--- src/logic/spcc_regs.vh ---
// Constants for the serial port configuration checker
// Contract
// - Termination type above 15 flags bit 0 and falls back to stream type 0.
// - Unsupported baud rate flags bit 1 and the port runs at 9600.
// - Parity codes 0 to 4 pass; others flag bit 2, use none.
// - Data bits 5 to 8 pass; others flag bit 3, use 8.
// - Stop bits 1 or 2 pass; others flag bit 4, use 1.
// - Handshake codes 0 to 3 pass; others flag bit 5, use 0.
// - With string end wanted, count outside 1 to 12 flags bit 6 and disables string end.
// - With packet end wanted, length outside 1 to 4096 flags bit 7, disables packet end.
// - Zero message timeout flags bit 8 and disables timeout end.
// - Zero character gap flags bit 9 and disables gap end.
// - Zero write timeout flags bit 10 and substitutes 5000 ms.
// - Discarded receive data sets sticky overrun bit 15.
// - Every read block carries each port's error word.
`ifndef SPCC_REGS_VH
`define SPCC_REGS_VH

`define SPCC_PORTS        2
`define SPCC_CW           16
`define SPCC_BW           32

`define SPCC_BIT_TYPE     0
`define SPCC_BIT_BAUD     1
`define SPCC_BIT_PARITY   2
`define SPCC_BIT_DATA     3
`define SPCC_BIT_STOP     4
`define SPCC_BIT_HSHAKE   5
`define SPCC_BIT_TCOUNT   6
`define SPCC_BIT_PLEN     7
`define SPCC_BIT_RTMO     8
`define SPCC_BIT_GAP      9
`define SPCC_BIT_WTMO     10
`define SPCC_BIT_OVR      15
`define SPCC_CFG_MSB      10

`define SPCC_TYPE_MAX     16'h000f
`define SPCC_TYPE_DEF     16'h0000
`define SPCC_BAUD_DEF     32'h00002580
`define SPCC_PARITY_MAX   16'h0004
`define SPCC_PARITY_DEF   16'h0000
`define SPCC_DATA_MIN     16'h0005
`define SPCC_DATA_MAX     16'h0008
`define SPCC_DATA_DEF     16'h0008
`define SPCC_STOP_ONE     16'h0001
`define SPCC_STOP_TWO     16'h0002
`define SPCC_HSHAKE_MAX   16'h0003
`define SPCC_HSHAKE_DEF   16'h0000
`define SPCC_TCOUNT_MIN   16'h0001
`define SPCC_TCOUNT_MAX   16'h000c
`define SPCC_PLEN_MIN     16'h0001
`define SPCC_PLEN_MAX     16'h1000
`define SPCC_WTMO_DEF     16'h1388
`define SPCC_ZERO16       16'h0000
`define SPCC_ZERO32       32'h00000000

// Supported baud rates, bits per second
`define SPCC_BAUD_0       32'h0000006e
`define SPCC_BAUD_1       32'h00000096
`define SPCC_BAUD_2       32'h0000012c
`define SPCC_BAUD_3       32'h00000258
`define SPCC_BAUD_4       32'h000004b0
`define SPCC_BAUD_5       32'h00000960
`define SPCC_BAUD_6       32'h000012c0
`define SPCC_BAUD_7       32'h00002580
`define SPCC_BAUD_8       32'h00004b00
`define SPCC_BAUD_9       32'h00009600
`define SPCC_BAUD_10      32'h0000e100
`define SPCC_BAUD_11      32'h0001c200

`endif

--- src/logic/spcc_top.v ---
// Top of the serial port configuration checker, two ports
`timescale 1ns/100ps
`include "spcc_regs.vh"

module spcc_top (
	input  wire                                core_clk,                // System clock, 25 MHz
	input  wire                                rst,                     // Asynchronous reset, high
	input  wire [`SPCC_PORTS*`SPCC_CW-1:0]     cfg_term_type,           // Per port termination type
	input  wire [`SPCC_PORTS*`SPCC_BW-1:0]     cfg_baud,                // Per port baud, bit/s
	input  wire [`SPCC_PORTS*`SPCC_CW-1:0]     cfg_parity,              // Per port parity code
	input  wire [`SPCC_PORTS*`SPCC_CW-1:0]     cfg_data_bits,           // Per port data bits
	input  wire [`SPCC_PORTS*`SPCC_CW-1:0]     cfg_stop_bits,           // Per port stop bits
	input  wire [`SPCC_PORTS*`SPCC_CW-1:0]     cfg_handshake,           // Per port handshake code
	input  wire [`SPCC_PORTS*`SPCC_CW-1:0]     cfg_term_count,          // Per port string length
	input  wire [`SPCC_PORTS*`SPCC_CW-1:0]     cfg_packet_len,          // Per port packet length
	input  wire [`SPCC_PORTS*`SPCC_CW-1:0]     cfg_rx_timeout,          // Per port message timeout
	input  wire [`SPCC_PORTS*`SPCC_CW-1:0]     cfg_gap,                 // Per port char gap
	input  wire [`SPCC_PORTS*`SPCC_CW-1:0]     cfg_wr_timeout,          // Per port write timeout
	input  wire [`SPCC_PORTS-1:0]              use_term_string,         // String termination wanted
	input  wire [`SPCC_PORTS-1:0]              use_packet_len,          // Packet termination wanted
	input  wire [`SPCC_PORTS-1:0]              rx_char_valid,           // Character received, pulse
	input  wire [`SPCC_PORTS-1:0]              rx_buf_full,             // No room, char discarded
	input  wire [`SPCC_PORTS-1:0]              overrun_clear,           // Clear sticky overrun, pulse
	input  wire                                read_block_req,          // Build a read block, pulse
	output reg  [`SPCC_PORTS*`SPCC_CW-1:0]     eff_term_type,           // Type in use
	output reg  [`SPCC_PORTS*`SPCC_BW-1:0]     eff_baud,                // Baud in use
	output reg  [`SPCC_PORTS*`SPCC_CW-1:0]     eff_parity,              // Parity in use
	output reg  [`SPCC_PORTS*`SPCC_CW-1:0]     eff_data_bits,           // Data bits in use
	output reg  [`SPCC_PORTS*`SPCC_CW-1:0]     eff_stop_bits,           // Stop bits in use
	output reg  [`SPCC_PORTS*`SPCC_CW-1:0]     eff_handshake,           // Handshake in use
	output reg  [`SPCC_PORTS*`SPCC_CW-1:0]     eff_wr_timeout,          // Write timeout in use
	output reg  [`SPCC_PORTS-1:0]              en_term_string,          // String termination on
	output reg  [`SPCC_PORTS-1:0]              en_packet_len,           // Packet termination on
	output reg  [`SPCC_PORTS-1:0]              en_msg_timeout,          // Timeout termination on
	output reg  [`SPCC_PORTS-1:0]              en_gap,                  // Gap termination on
	output reg  [`SPCC_PORTS*`SPCC_CW-1:0]     port_config_fault_flags, // Live error words
	output reg  [`SPCC_PORTS-1:0]              receive_overrun_flag,    // Sticky overrun
	output reg                                 blk_valid,               // Read block status ready
	output reg  [`SPCC_PORTS*`SPCC_CW-1:0]     blk_fault_flags          // Error words in block
);

	// Combinational results of the per-port checkers
	wire [`SPCC_PORTS*`SPCC_CW-1:0]     chk_term_type;
	wire [`SPCC_PORTS*`SPCC_BW-1:0]     chk_baud;
	wire [`SPCC_PORTS*`SPCC_CW-1:0]     chk_parity;
	wire [`SPCC_PORTS*`SPCC_CW-1:0]     chk_data_bits;
	wire [`SPCC_PORTS*`SPCC_CW-1:0]     chk_stop_bits;
	wire [`SPCC_PORTS*`SPCC_CW-1:0]     chk_handshake;
	wire [`SPCC_PORTS*`SPCC_CW-1:0]     chk_wr_timeout;
	wire [`SPCC_PORTS-1:0]              chk_term_string;
	wire [`SPCC_PORTS-1:0]              chk_packet_len;
	wire [`SPCC_PORTS-1:0]              chk_msg_timeout;
	wire [`SPCC_PORTS-1:0]              chk_gap;
	wire [`SPCC_PORTS*(`SPCC_CFG_MSB+1)-1:0] chk_fault;
	wire [`SPCC_PORTS*`SPCC_CW-1:0]     next_fault_flags;
	wire [`SPCC_PORTS-1:0]              next_overrun;

	genvar gi;

	generate
		for (gi = 0; gi < `SPCC_PORTS; gi = gi + 1) begin : g_port

			// Validate this port's settings
			spcc_port_check u_check (
				.cfg_term_type   (cfg_term_type[gi*`SPCC_CW +: `SPCC_CW]),
				.cfg_baud        (cfg_baud[gi*`SPCC_BW +: `SPCC_BW]),
				.cfg_parity      (cfg_parity[gi*`SPCC_CW +: `SPCC_CW]),
				.cfg_data_bits   (cfg_data_bits[gi*`SPCC_CW +: `SPCC_CW]),
				.cfg_stop_bits   (cfg_stop_bits[gi*`SPCC_CW +: `SPCC_CW]),
				.cfg_handshake   (cfg_handshake[gi*`SPCC_CW +: `SPCC_CW]),
				.cfg_term_count  (cfg_term_count[gi*`SPCC_CW +: `SPCC_CW]),
				.cfg_packet_len  (cfg_packet_len[gi*`SPCC_CW +: `SPCC_CW]),
				.cfg_rx_timeout  (cfg_rx_timeout[gi*`SPCC_CW +: `SPCC_CW]),
				.cfg_gap         (cfg_gap[gi*`SPCC_CW +: `SPCC_CW]),
				.cfg_wr_timeout  (cfg_wr_timeout[gi*`SPCC_CW +: `SPCC_CW]),
				.use_term_string (use_term_string[gi]),
				.use_packet_len  (use_packet_len[gi]),
				.eff_term_type   (chk_term_type[gi*`SPCC_CW +: `SPCC_CW]),
				.eff_baud        (chk_baud[gi*`SPCC_BW +: `SPCC_BW]),
				.eff_parity      (chk_parity[gi*`SPCC_CW +: `SPCC_CW]),
				.eff_data_bits   (chk_data_bits[gi*`SPCC_CW +: `SPCC_CW]),
				.eff_stop_bits   (chk_stop_bits[gi*`SPCC_CW +: `SPCC_CW]),
				.eff_handshake   (chk_handshake[gi*`SPCC_CW +: `SPCC_CW]),
				.eff_wr_timeout  (chk_wr_timeout[gi*`SPCC_CW +: `SPCC_CW]),
				.en_term_string  (chk_term_string[gi]),
				.en_packet_len   (chk_packet_len[gi]),
				.en_msg_timeout  (chk_msg_timeout[gi]),
				.en_gap          (chk_gap[gi]),
				.cfg_fault       (chk_fault[gi*(`SPCC_CFG_MSB+1) +: (`SPCC_CFG_MSB+1)])
			);

			// Sticky overrun, a new discard wins over a clear
			assign next_overrun[gi] = (rx_char_valid[gi] & rx_buf_full[gi]) |
				(receive_overrun_flag[gi] & ~overrun_clear[gi]);

			// Assemble the error word, unassigned bits held low
			assign next_fault_flags[gi*`SPCC_CW +: `SPCC_CW] = {
				next_overrun[gi],
				4'h0,
				chk_fault[gi*(`SPCC_CFG_MSB+1) +: (`SPCC_CFG_MSB+1)]
			};
		end
	endgenerate

	// Register the settings in use
	always @(posedge core_clk or posedge rst) begin
		if (rst) begin
			eff_term_type  <= {`SPCC_PORTS{`SPCC_TYPE_DEF}};
			eff_baud       <= {`SPCC_PORTS{`SPCC_BAUD_DEF}};
			eff_parity     <= {`SPCC_PORTS{`SPCC_PARITY_DEF}};
			eff_data_bits  <= {`SPCC_PORTS{`SPCC_DATA_DEF}};
			eff_stop_bits  <= {`SPCC_PORTS{`SPCC_STOP_ONE}};
			eff_handshake  <= {`SPCC_PORTS{`SPCC_HSHAKE_DEF}};
			eff_wr_timeout <= {`SPCC_PORTS{`SPCC_WTMO_DEF}};
		end else begin
			eff_term_type  <= chk_term_type;
			eff_baud       <= chk_baud;
			eff_parity     <= chk_parity;
			eff_data_bits  <= chk_data_bits;
			eff_stop_bits  <= chk_stop_bits;
			eff_handshake  <= chk_handshake;
			eff_wr_timeout <= chk_wr_timeout;
		end
	end

	// Register the termination enables
	always @(posedge core_clk or posedge rst) begin
		if (rst) begin
			en_term_string <= {`SPCC_PORTS{1'b0}};
			en_packet_len  <= {`SPCC_PORTS{1'b0}};
			en_msg_timeout <= {`SPCC_PORTS{1'b0}};
			en_gap         <= {`SPCC_PORTS{1'b0}};
		end else begin
			en_term_string <= chk_term_string;
			en_packet_len  <= chk_packet_len;
			en_msg_timeout <= chk_msg_timeout;
			en_gap         <= chk_gap;
		end
	end

	// Live error words and sticky overrun
	always @(posedge core_clk or posedge rst) begin
		if (rst) begin
			port_config_fault_flags <= {`SPCC_PORTS{`SPCC_ZERO16}};
			receive_overrun_flag    <= {`SPCC_PORTS{1'b0}};
		end else begin
			port_config_fault_flags <= next_fault_flags;
			receive_overrun_flag    <= next_overrun;
		end
	end

	// Snapshot of the error words for each read block
	always @(posedge core_clk or posedge rst) begin
		if (rst) begin
			blk_valid       <= 1'b0;
			blk_fault_flags <= {`SPCC_PORTS{`SPCC_ZERO16}};
		end else begin
			blk_valid <= read_block_req;
			if (read_block_req) begin
				blk_fault_flags <= port_config_fault_flags;
			end
		end
	end

endmodule

--- src/logic/spcc_port_check.v ---
// Combinational validation of one serial port's configuration
`timescale 1ns/100ps
`include "spcc_regs.vh"

module spcc_port_check (
	input  wire [`SPCC_CW-1:0] cfg_term_type,   // Termination type
	input  wire [`SPCC_BW-1:0] cfg_baud,        // Baud rate, bit/s
	input  wire [`SPCC_CW-1:0] cfg_parity,      // Parity code
	input  wire [`SPCC_CW-1:0] cfg_data_bits,   // Character length
	input  wire [`SPCC_CW-1:0] cfg_stop_bits,   // Stop bit count
	input  wire [`SPCC_CW-1:0] cfg_handshake,   // Handshake code
	input  wire [`SPCC_CW-1:0] cfg_term_count,  // Termination string length
	input  wire [`SPCC_CW-1:0] cfg_packet_len,  // Packet length
	input  wire [`SPCC_CW-1:0] cfg_rx_timeout,  // Message timeout
	input  wire [`SPCC_CW-1:0] cfg_gap,         // Inter-character gap
	input  wire [`SPCC_CW-1:0] cfg_wr_timeout,  // Write timeout, ms
	input  wire                use_term_string, // String termination wanted
	input  wire                use_packet_len,  // Packet termination wanted
	output reg  [`SPCC_CW-1:0] eff_term_type,   // Type in use
	output reg  [`SPCC_BW-1:0] eff_baud,        // Baud in use
	output reg  [`SPCC_CW-1:0] eff_parity,      // Parity in use
	output reg  [`SPCC_CW-1:0] eff_data_bits,   // Data bits in use
	output reg  [`SPCC_CW-1:0] eff_stop_bits,   // Stop bits in use
	output reg  [`SPCC_CW-1:0] eff_handshake,   // Handshake in use
	output reg  [`SPCC_CW-1:0] eff_wr_timeout,  // Write timeout in use
	output reg                 en_term_string,  // String termination on
	output reg                 en_packet_len,   // Packet termination on
	output reg                 en_msg_timeout,  // Timeout termination on
	output reg                 en_gap,          // Gap termination on
	output reg  [`SPCC_CFG_MSB:0] cfg_fault     // Configuration fault bits
);

	reg baud_ok;
	reg char_length_fault;
	reg trailer_bits_fault;
	reg fixed_length_fault;

	// Supported baud rate lookup
	always @* begin
		case (cfg_baud)
			`SPCC_BAUD_0, `SPCC_BAUD_1, `SPCC_BAUD_2, `SPCC_BAUD_3,
			`SPCC_BAUD_4, `SPCC_BAUD_5, `SPCC_BAUD_6, `SPCC_BAUD_7,
			`SPCC_BAUD_8, `SPCC_BAUD_9, `SPCC_BAUD_10, `SPCC_BAUD_11: baud_ok = 1'b1;
			default: baud_ok = 1'b0;
		endcase
	end

	// Range checks and safe substitutes
	always @* begin
		cfg_fault = {(`SPCC_CFG_MSB+1){1'b0}};
		cfg_fault[`SPCC_BIT_TYPE] = (cfg_term_type > `SPCC_TYPE_MAX);
		eff_term_type = cfg_fault[`SPCC_BIT_TYPE] ? `SPCC_TYPE_DEF : cfg_term_type;
		cfg_fault[`SPCC_BIT_BAUD] = ~baud_ok;
		eff_baud = baud_ok ? cfg_baud : `SPCC_BAUD_DEF;
		cfg_fault[`SPCC_BIT_PARITY] = (cfg_parity > `SPCC_PARITY_MAX);
		eff_parity = cfg_fault[`SPCC_BIT_PARITY] ? `SPCC_PARITY_DEF : cfg_parity;
		char_length_fault = (cfg_data_bits < `SPCC_DATA_MIN) || (cfg_data_bits > `SPCC_DATA_MAX);
		cfg_fault[`SPCC_BIT_DATA] = char_length_fault;
		eff_data_bits = char_length_fault ? `SPCC_DATA_DEF : cfg_data_bits;
		trailer_bits_fault = (cfg_stop_bits != `SPCC_STOP_ONE) && (cfg_stop_bits != `SPCC_STOP_TWO);
		cfg_fault[`SPCC_BIT_STOP] = trailer_bits_fault;
		eff_stop_bits = trailer_bits_fault ? `SPCC_STOP_ONE : cfg_stop_bits;
		cfg_fault[`SPCC_BIT_HSHAKE] = (cfg_handshake > `SPCC_HSHAKE_MAX);
		eff_handshake = cfg_fault[`SPCC_BIT_HSHAKE] ? `SPCC_HSHAKE_DEF : cfg_handshake;
		cfg_fault[`SPCC_BIT_TCOUNT] = use_term_string &&
			((cfg_term_count < `SPCC_TCOUNT_MIN) || (cfg_term_count > `SPCC_TCOUNT_MAX));
		en_term_string = use_term_string && ~cfg_fault[`SPCC_BIT_TCOUNT];
		fixed_length_fault = use_packet_len &&
			((cfg_packet_len < `SPCC_PLEN_MIN) || (cfg_packet_len > `SPCC_PLEN_MAX));
		cfg_fault[`SPCC_BIT_PLEN] = fixed_length_fault;
		en_packet_len = use_packet_len && ~fixed_length_fault;
		cfg_fault[`SPCC_BIT_RTMO] = (cfg_rx_timeout == `SPCC_ZERO16);
		en_msg_timeout = ~cfg_fault[`SPCC_BIT_RTMO];
		cfg_fault[`SPCC_BIT_GAP] = (cfg_gap == `SPCC_ZERO16);
		en_gap = ~cfg_fault[`SPCC_BIT_GAP];
		cfg_fault[`SPCC_BIT_WTMO] = (cfg_wr_timeout == `SPCC_ZERO16);
		eff_wr_timeout = cfg_fault[`SPCC_BIT_WTMO] ? `SPCC_WTMO_DEF : cfg_wr_timeout;
	end

endmodule

--- config.mk ---
export PLATFORM = sky130hd
export DESIGN_NAME = spcc_top
export DESIGN_NICKNAME = d
export VERILOG_FILES = /design/src/logic/spcc_top.v /design/src/logic/spcc_port_check.v
export VERILOG_INCLUDE_DIRS = /design/src /design/src/logic
export SDC_FILE = /design/constraint.sdc
export NUM_CORES = 1
export LEC_CHECK = 0
export BUFFER_PORTS_ARGS = -buffer_cell sky130_fd_sc_hd__buf_2
export CELL_PAD_IN_SITES_DETAIL_PLACEMENT = 2
export CELL_PAD_IN_SITES_GLOBAL_PLACEMENT = 2
export CORE_AREA = 3 3 284 286
export CTS_CLUSTER_DIAMETER = 150
export DETAILED_ROUTE_END_ITERATION = 7
export DIE_AREA = 0 0 287 289
export PLACE_DENSITY = 0.57
export SYNTH_ARGS = -nofsm -noshare
export SYNTH_HDL_FRONTEND = slang
export SYNTH_SLANG_ARGS = --single-unit
--- constraint.sdc ---
create_clock -name core_clk -period 11.98 [get_ports core_clk]
set_input_delay 0.599 -clock core_clk [delete_from_list [all_inputs] [get_ports core_clk]]
set_output_delay 0.599 -clock core_clk [all_outputs]
set_load 0.02 [all_outputs]
==> impl_metrics.env <==
export IMPL_status="finished, final reports clean"
export IMPL_total_power_mw=2.50
export IMPL_vias_per_cell=3.36
export IMPL_dr_first_iter_drc_count=206
export IMPL_fin_hold_ws_ns=0.158
export IMPL_p_leak_nw=8.43
export IMPL_start_util_pct=13.2
export IMPL_route_detailed_drc=0
export IMPL_antenna_found_initial=9
export IMPL_cts_root_buf="clkbuf_16"
export IMPL_worst_pin_slew_ns=1.16
export IMPL_critPathCaptureType="asynchronous set/reset pin"
export IMPL_hold_viol_final=0
export IMPL_relSlewSlack_pct=22.0
export IMPL_period_share_pct=19.6
export IMPL_setup_worst_path_start_class="input port"
export IMPL_crit_fanout=112
export IMPL_grt_pass1_wl_microns=65200
export IMPL_cts_buffer_depth=3
export IMPL_setup_viol=0
export IMPL_fmax_mhz=427
export IMPL_period_minus_slack_ns=2.34
export IMPL_drv_cap=0
export IMPL_drive_gt1_share_pct=50.5
export IMPL_synth_distinct_cells=46
export IMPL_synth_edf_count=0
export IMPL_worstSetupPathType="in2async"
export IMPL_rsz0062_at_grt="false"
export IMPL_final_setup_tns_ns=0
export IMPL_clk_latency_ns=0.53
export IMPL_place_area_sq_mm=0.0157
export IMPL_nets=2001
export IMPL_ys_flop_type="dfrtp_1"
export IMPL_die_h_microns=289
export IMPL_worstReg2RegEnd="blk_fault_flags[18]"
export IMPL_cp_data_arrival_time_ns=2.92
export IMPL_timing_final_ws_setup_ns=9.64
export IMPL_grtUsageTotal_pct=10.5
export IMPL_wl_per_cell_microns=17.1
export IMPL_grt_max_degree=113
export IMPL_num_rows=103
export IMPL_dieArea_sq_mm=0.0829
export IMPL_synth_cells=717
export IMPL_post_cts_resized=0
export IMPL_hp_class="in2async"
export IMPL_drtAntennaViolNets=0
export IMPL_clkTransAtPathRegs_ns=0.06
export IMPL_drtPass1Iterations=4
export IMPL_area_delta_synth_final_pct=63.8
export IMPL_ys_ff_latch=313
export IMPL_cts_tree="done"
export IMPL_place_hpwl_microns=37800
export IMPL_pin_count=728
export IMPL_synth_area_sq_mm=0.0104
export IMPL_cp_required_ns=12.56
export IMPL_grt_pass1_vias=10377
export IMPL_die_w_microns=287
export IMPL_yosysWarnings=0
export IMPL_finalClockSkew_ns=0.00352
export IMPL_synth_area_per_cell_sq_um=14.5
export IMPL_ir_worst_vdd_uv=68.9
export IMPL_post_cts_setup_buffers=0
export IMPL_design_core_area_sq_mm=0.0786
export IMPL_r2r_start="blk_fault_flags[18]"
export IMPL_design_area_sq_mm=0.0170
export IMPL_yosysSeqAreaShare_pct=75.9
export IMPL_grt_ovfl_total=0
export IMPL_cts_max_level=2
export IMPL_r2r_cells=1
export IMPL_wirelength_microns=46000
export IMPL_postCtsHoldBufs=0
export IMPL_power_density_mw_per_mm2=148
export IMPL_place_ws_ns=8.89
export IMPL_async_reset_ff_share_pct=100
export IMPL_r2r_slack_ns=11.15
export IMPL_cts_sinks=313
export IMPL_numPortBuffers=711
export IMPL_gp_congestion=0.921
export IMPL_final_max_slew_viol_count=0
export IMPL_dr_total_vias=9037
export IMPL_numCtsBuffers=38
-- metrics by stage --
step,std cells,util [%]
4_1_cts,2683,21.6
3_3_place_gp,2614,20.0
2_1_floorplan,894,-
6_report,2686,21.6
3_5_place_dp,2614,20.0
5_1_grt,2683,21.6
-- registers in the layout, summed over array words and instances (netlist names), 23 cells and up --
register / cells
eff_baud: 64
eff_data_bits: 32
eff_handshake: 32
eff_parity: 32
eff_stop_bits: 32
eff_term_type: 32
eff_wr_timeout: 32
blk_fault_flags: 24
port_config_fault_flags: 23
-- report_power, final --
part           switching [mW]  internal (mW)
Combinational           0.154         0.0857
Clock                   0.456          0.700
Sequential             0.0113           1.10
Total                   0.622           1.88
-- synthesized netlist by cell type (2+ instances only) --
cell | n | area [sq um]
nor4_1 | 78 | 488
nor3_1 | 13 | 65.1
o211a_1 | 2 | 20.0
a22oi_1 | 2 | 15.0
nor3b_1 | 3 | 22.5
dfrtp_1 | 291 | 7280
inv_1 | 32 | 120
nor4bb_1 | 7 | 70.1
or4b_1 | 2 | 20.0
nand4_1 | 21 | 131
nand3b_1 | 6 | 45.0
a21oi_1 | 5 | 25.0
dfstp_2 | 22 | 578
nor2_1 | 33 | 124
xor2_1 | 3 | 26.3
nor2b_1 | 12 | 75.1
nand3_1 | 12 | 60.1
a2111oi_0 | 2 | 17.5
and2_1 | 30 | 188
or2_1 | 4 | 25.0
nand4b_1 | 3 | 26.3
and3_1 | 4 | 25.0
mux2_2 | 24 | 270
nor4b_1 | 3 | 26.3
clkbuf_1 | 25 | 93.8
o21ai_0 | 8 | 40.0
or4_1 | 3 | 22.5
a21boi_0 | 3 | 22.5
or3_1 | 4 | 25.0
nand2b_1 | 15 | 93.8
nand2_1 | 13 | 48.8
buf_4 | 18 | 135
-- critical path: stages --
cell and delay, ns:
buf_2 0.13, inv_8 0.47, buf_4 0.85, buf_4 0.68
-- kinds of logic after synthesis --
logic type             Yosys count  share of synthesized area (%)
buffers and inverters           76                           3.48
other                            1                         0.0362
multiplexers                    24                           2.61
AO/OA/AOI/OAI                   30                           2.15
AND/OR/NAND/NOR                269                           15.5
XOR/XNOR                         4                          0.338
flip-flops                     313                           75.9
-- cells in the final DEF (no fill, tap or decap), drive strengths merged, types with 2 or more instances in the layout --
cell	synthesis	final
a21oi	5	5
nor2	33	33
a2111oi	3	3
and3	4	4
nor4bb	7	7
nand2	13	13
nand2b	15	15
diode	0	3
or4b	2	2
nand3	12	12
and2	30	30
nand4b	3	3
clkinv	0	8
nor2b	12	12
nor4b	3	3
or3	4	4
nor4	78	78
nor3	13	13
conb	1	178
o21ai	8	8
or4	3	3
nor3b	3	3
dfrtp	291	291
bufinv	0	2
dfstp	22	22
nand3b	6	6
a21boi	4	4
a22oi	2	2
buf	19	714
mux2	24	24
o211a	2	2
nand4	21	21
xor2	3	3
or2	5	5
inv	32	32
clkbuf	25	58
-- metal layers --
metal  routed length (microns)  vias up  share of wire [%]  track usage, %
met3                      5030       70                 11            3.97
met5                        26        -              0.056               0
li1                          -     4077                  -               -
met2                     24300      452                 53            19.8
met4                      1430        4                3.1            3.56
met1                     15200     4434                 33            10.6
-- layout make-up --
cell class / instances / area [sq um]
antenna: 3 / 7.51
clock buffer: 58 / 1140
clock inverter: 11 / 134
fill: 9033 / 61600
inverter: 32 / 128
multi-input combinational: 505 / 2810
sequential: 313 / 7860
tap: 1050 / 1310
timing repair buffer: 714 / 3580
-- how the worst max path moves through the flow --
stage,cells after the start,slack [ns],to,from
after floorplan,1,2.76,blk_fault_flags[0],rst
after global placement,4,8.98,blk_fault_flags[6],rst
after detailed placement,4,8.89,blk_fault_flags[3],rst
after CTS,4,9.49,blk_fault_flags[3],rst
after global routing,4,9.22,blk_fault_flags[3],rst
final,4,9.64,blk_fault_flags[3],rst
Power figures use the tool's default switching activity.
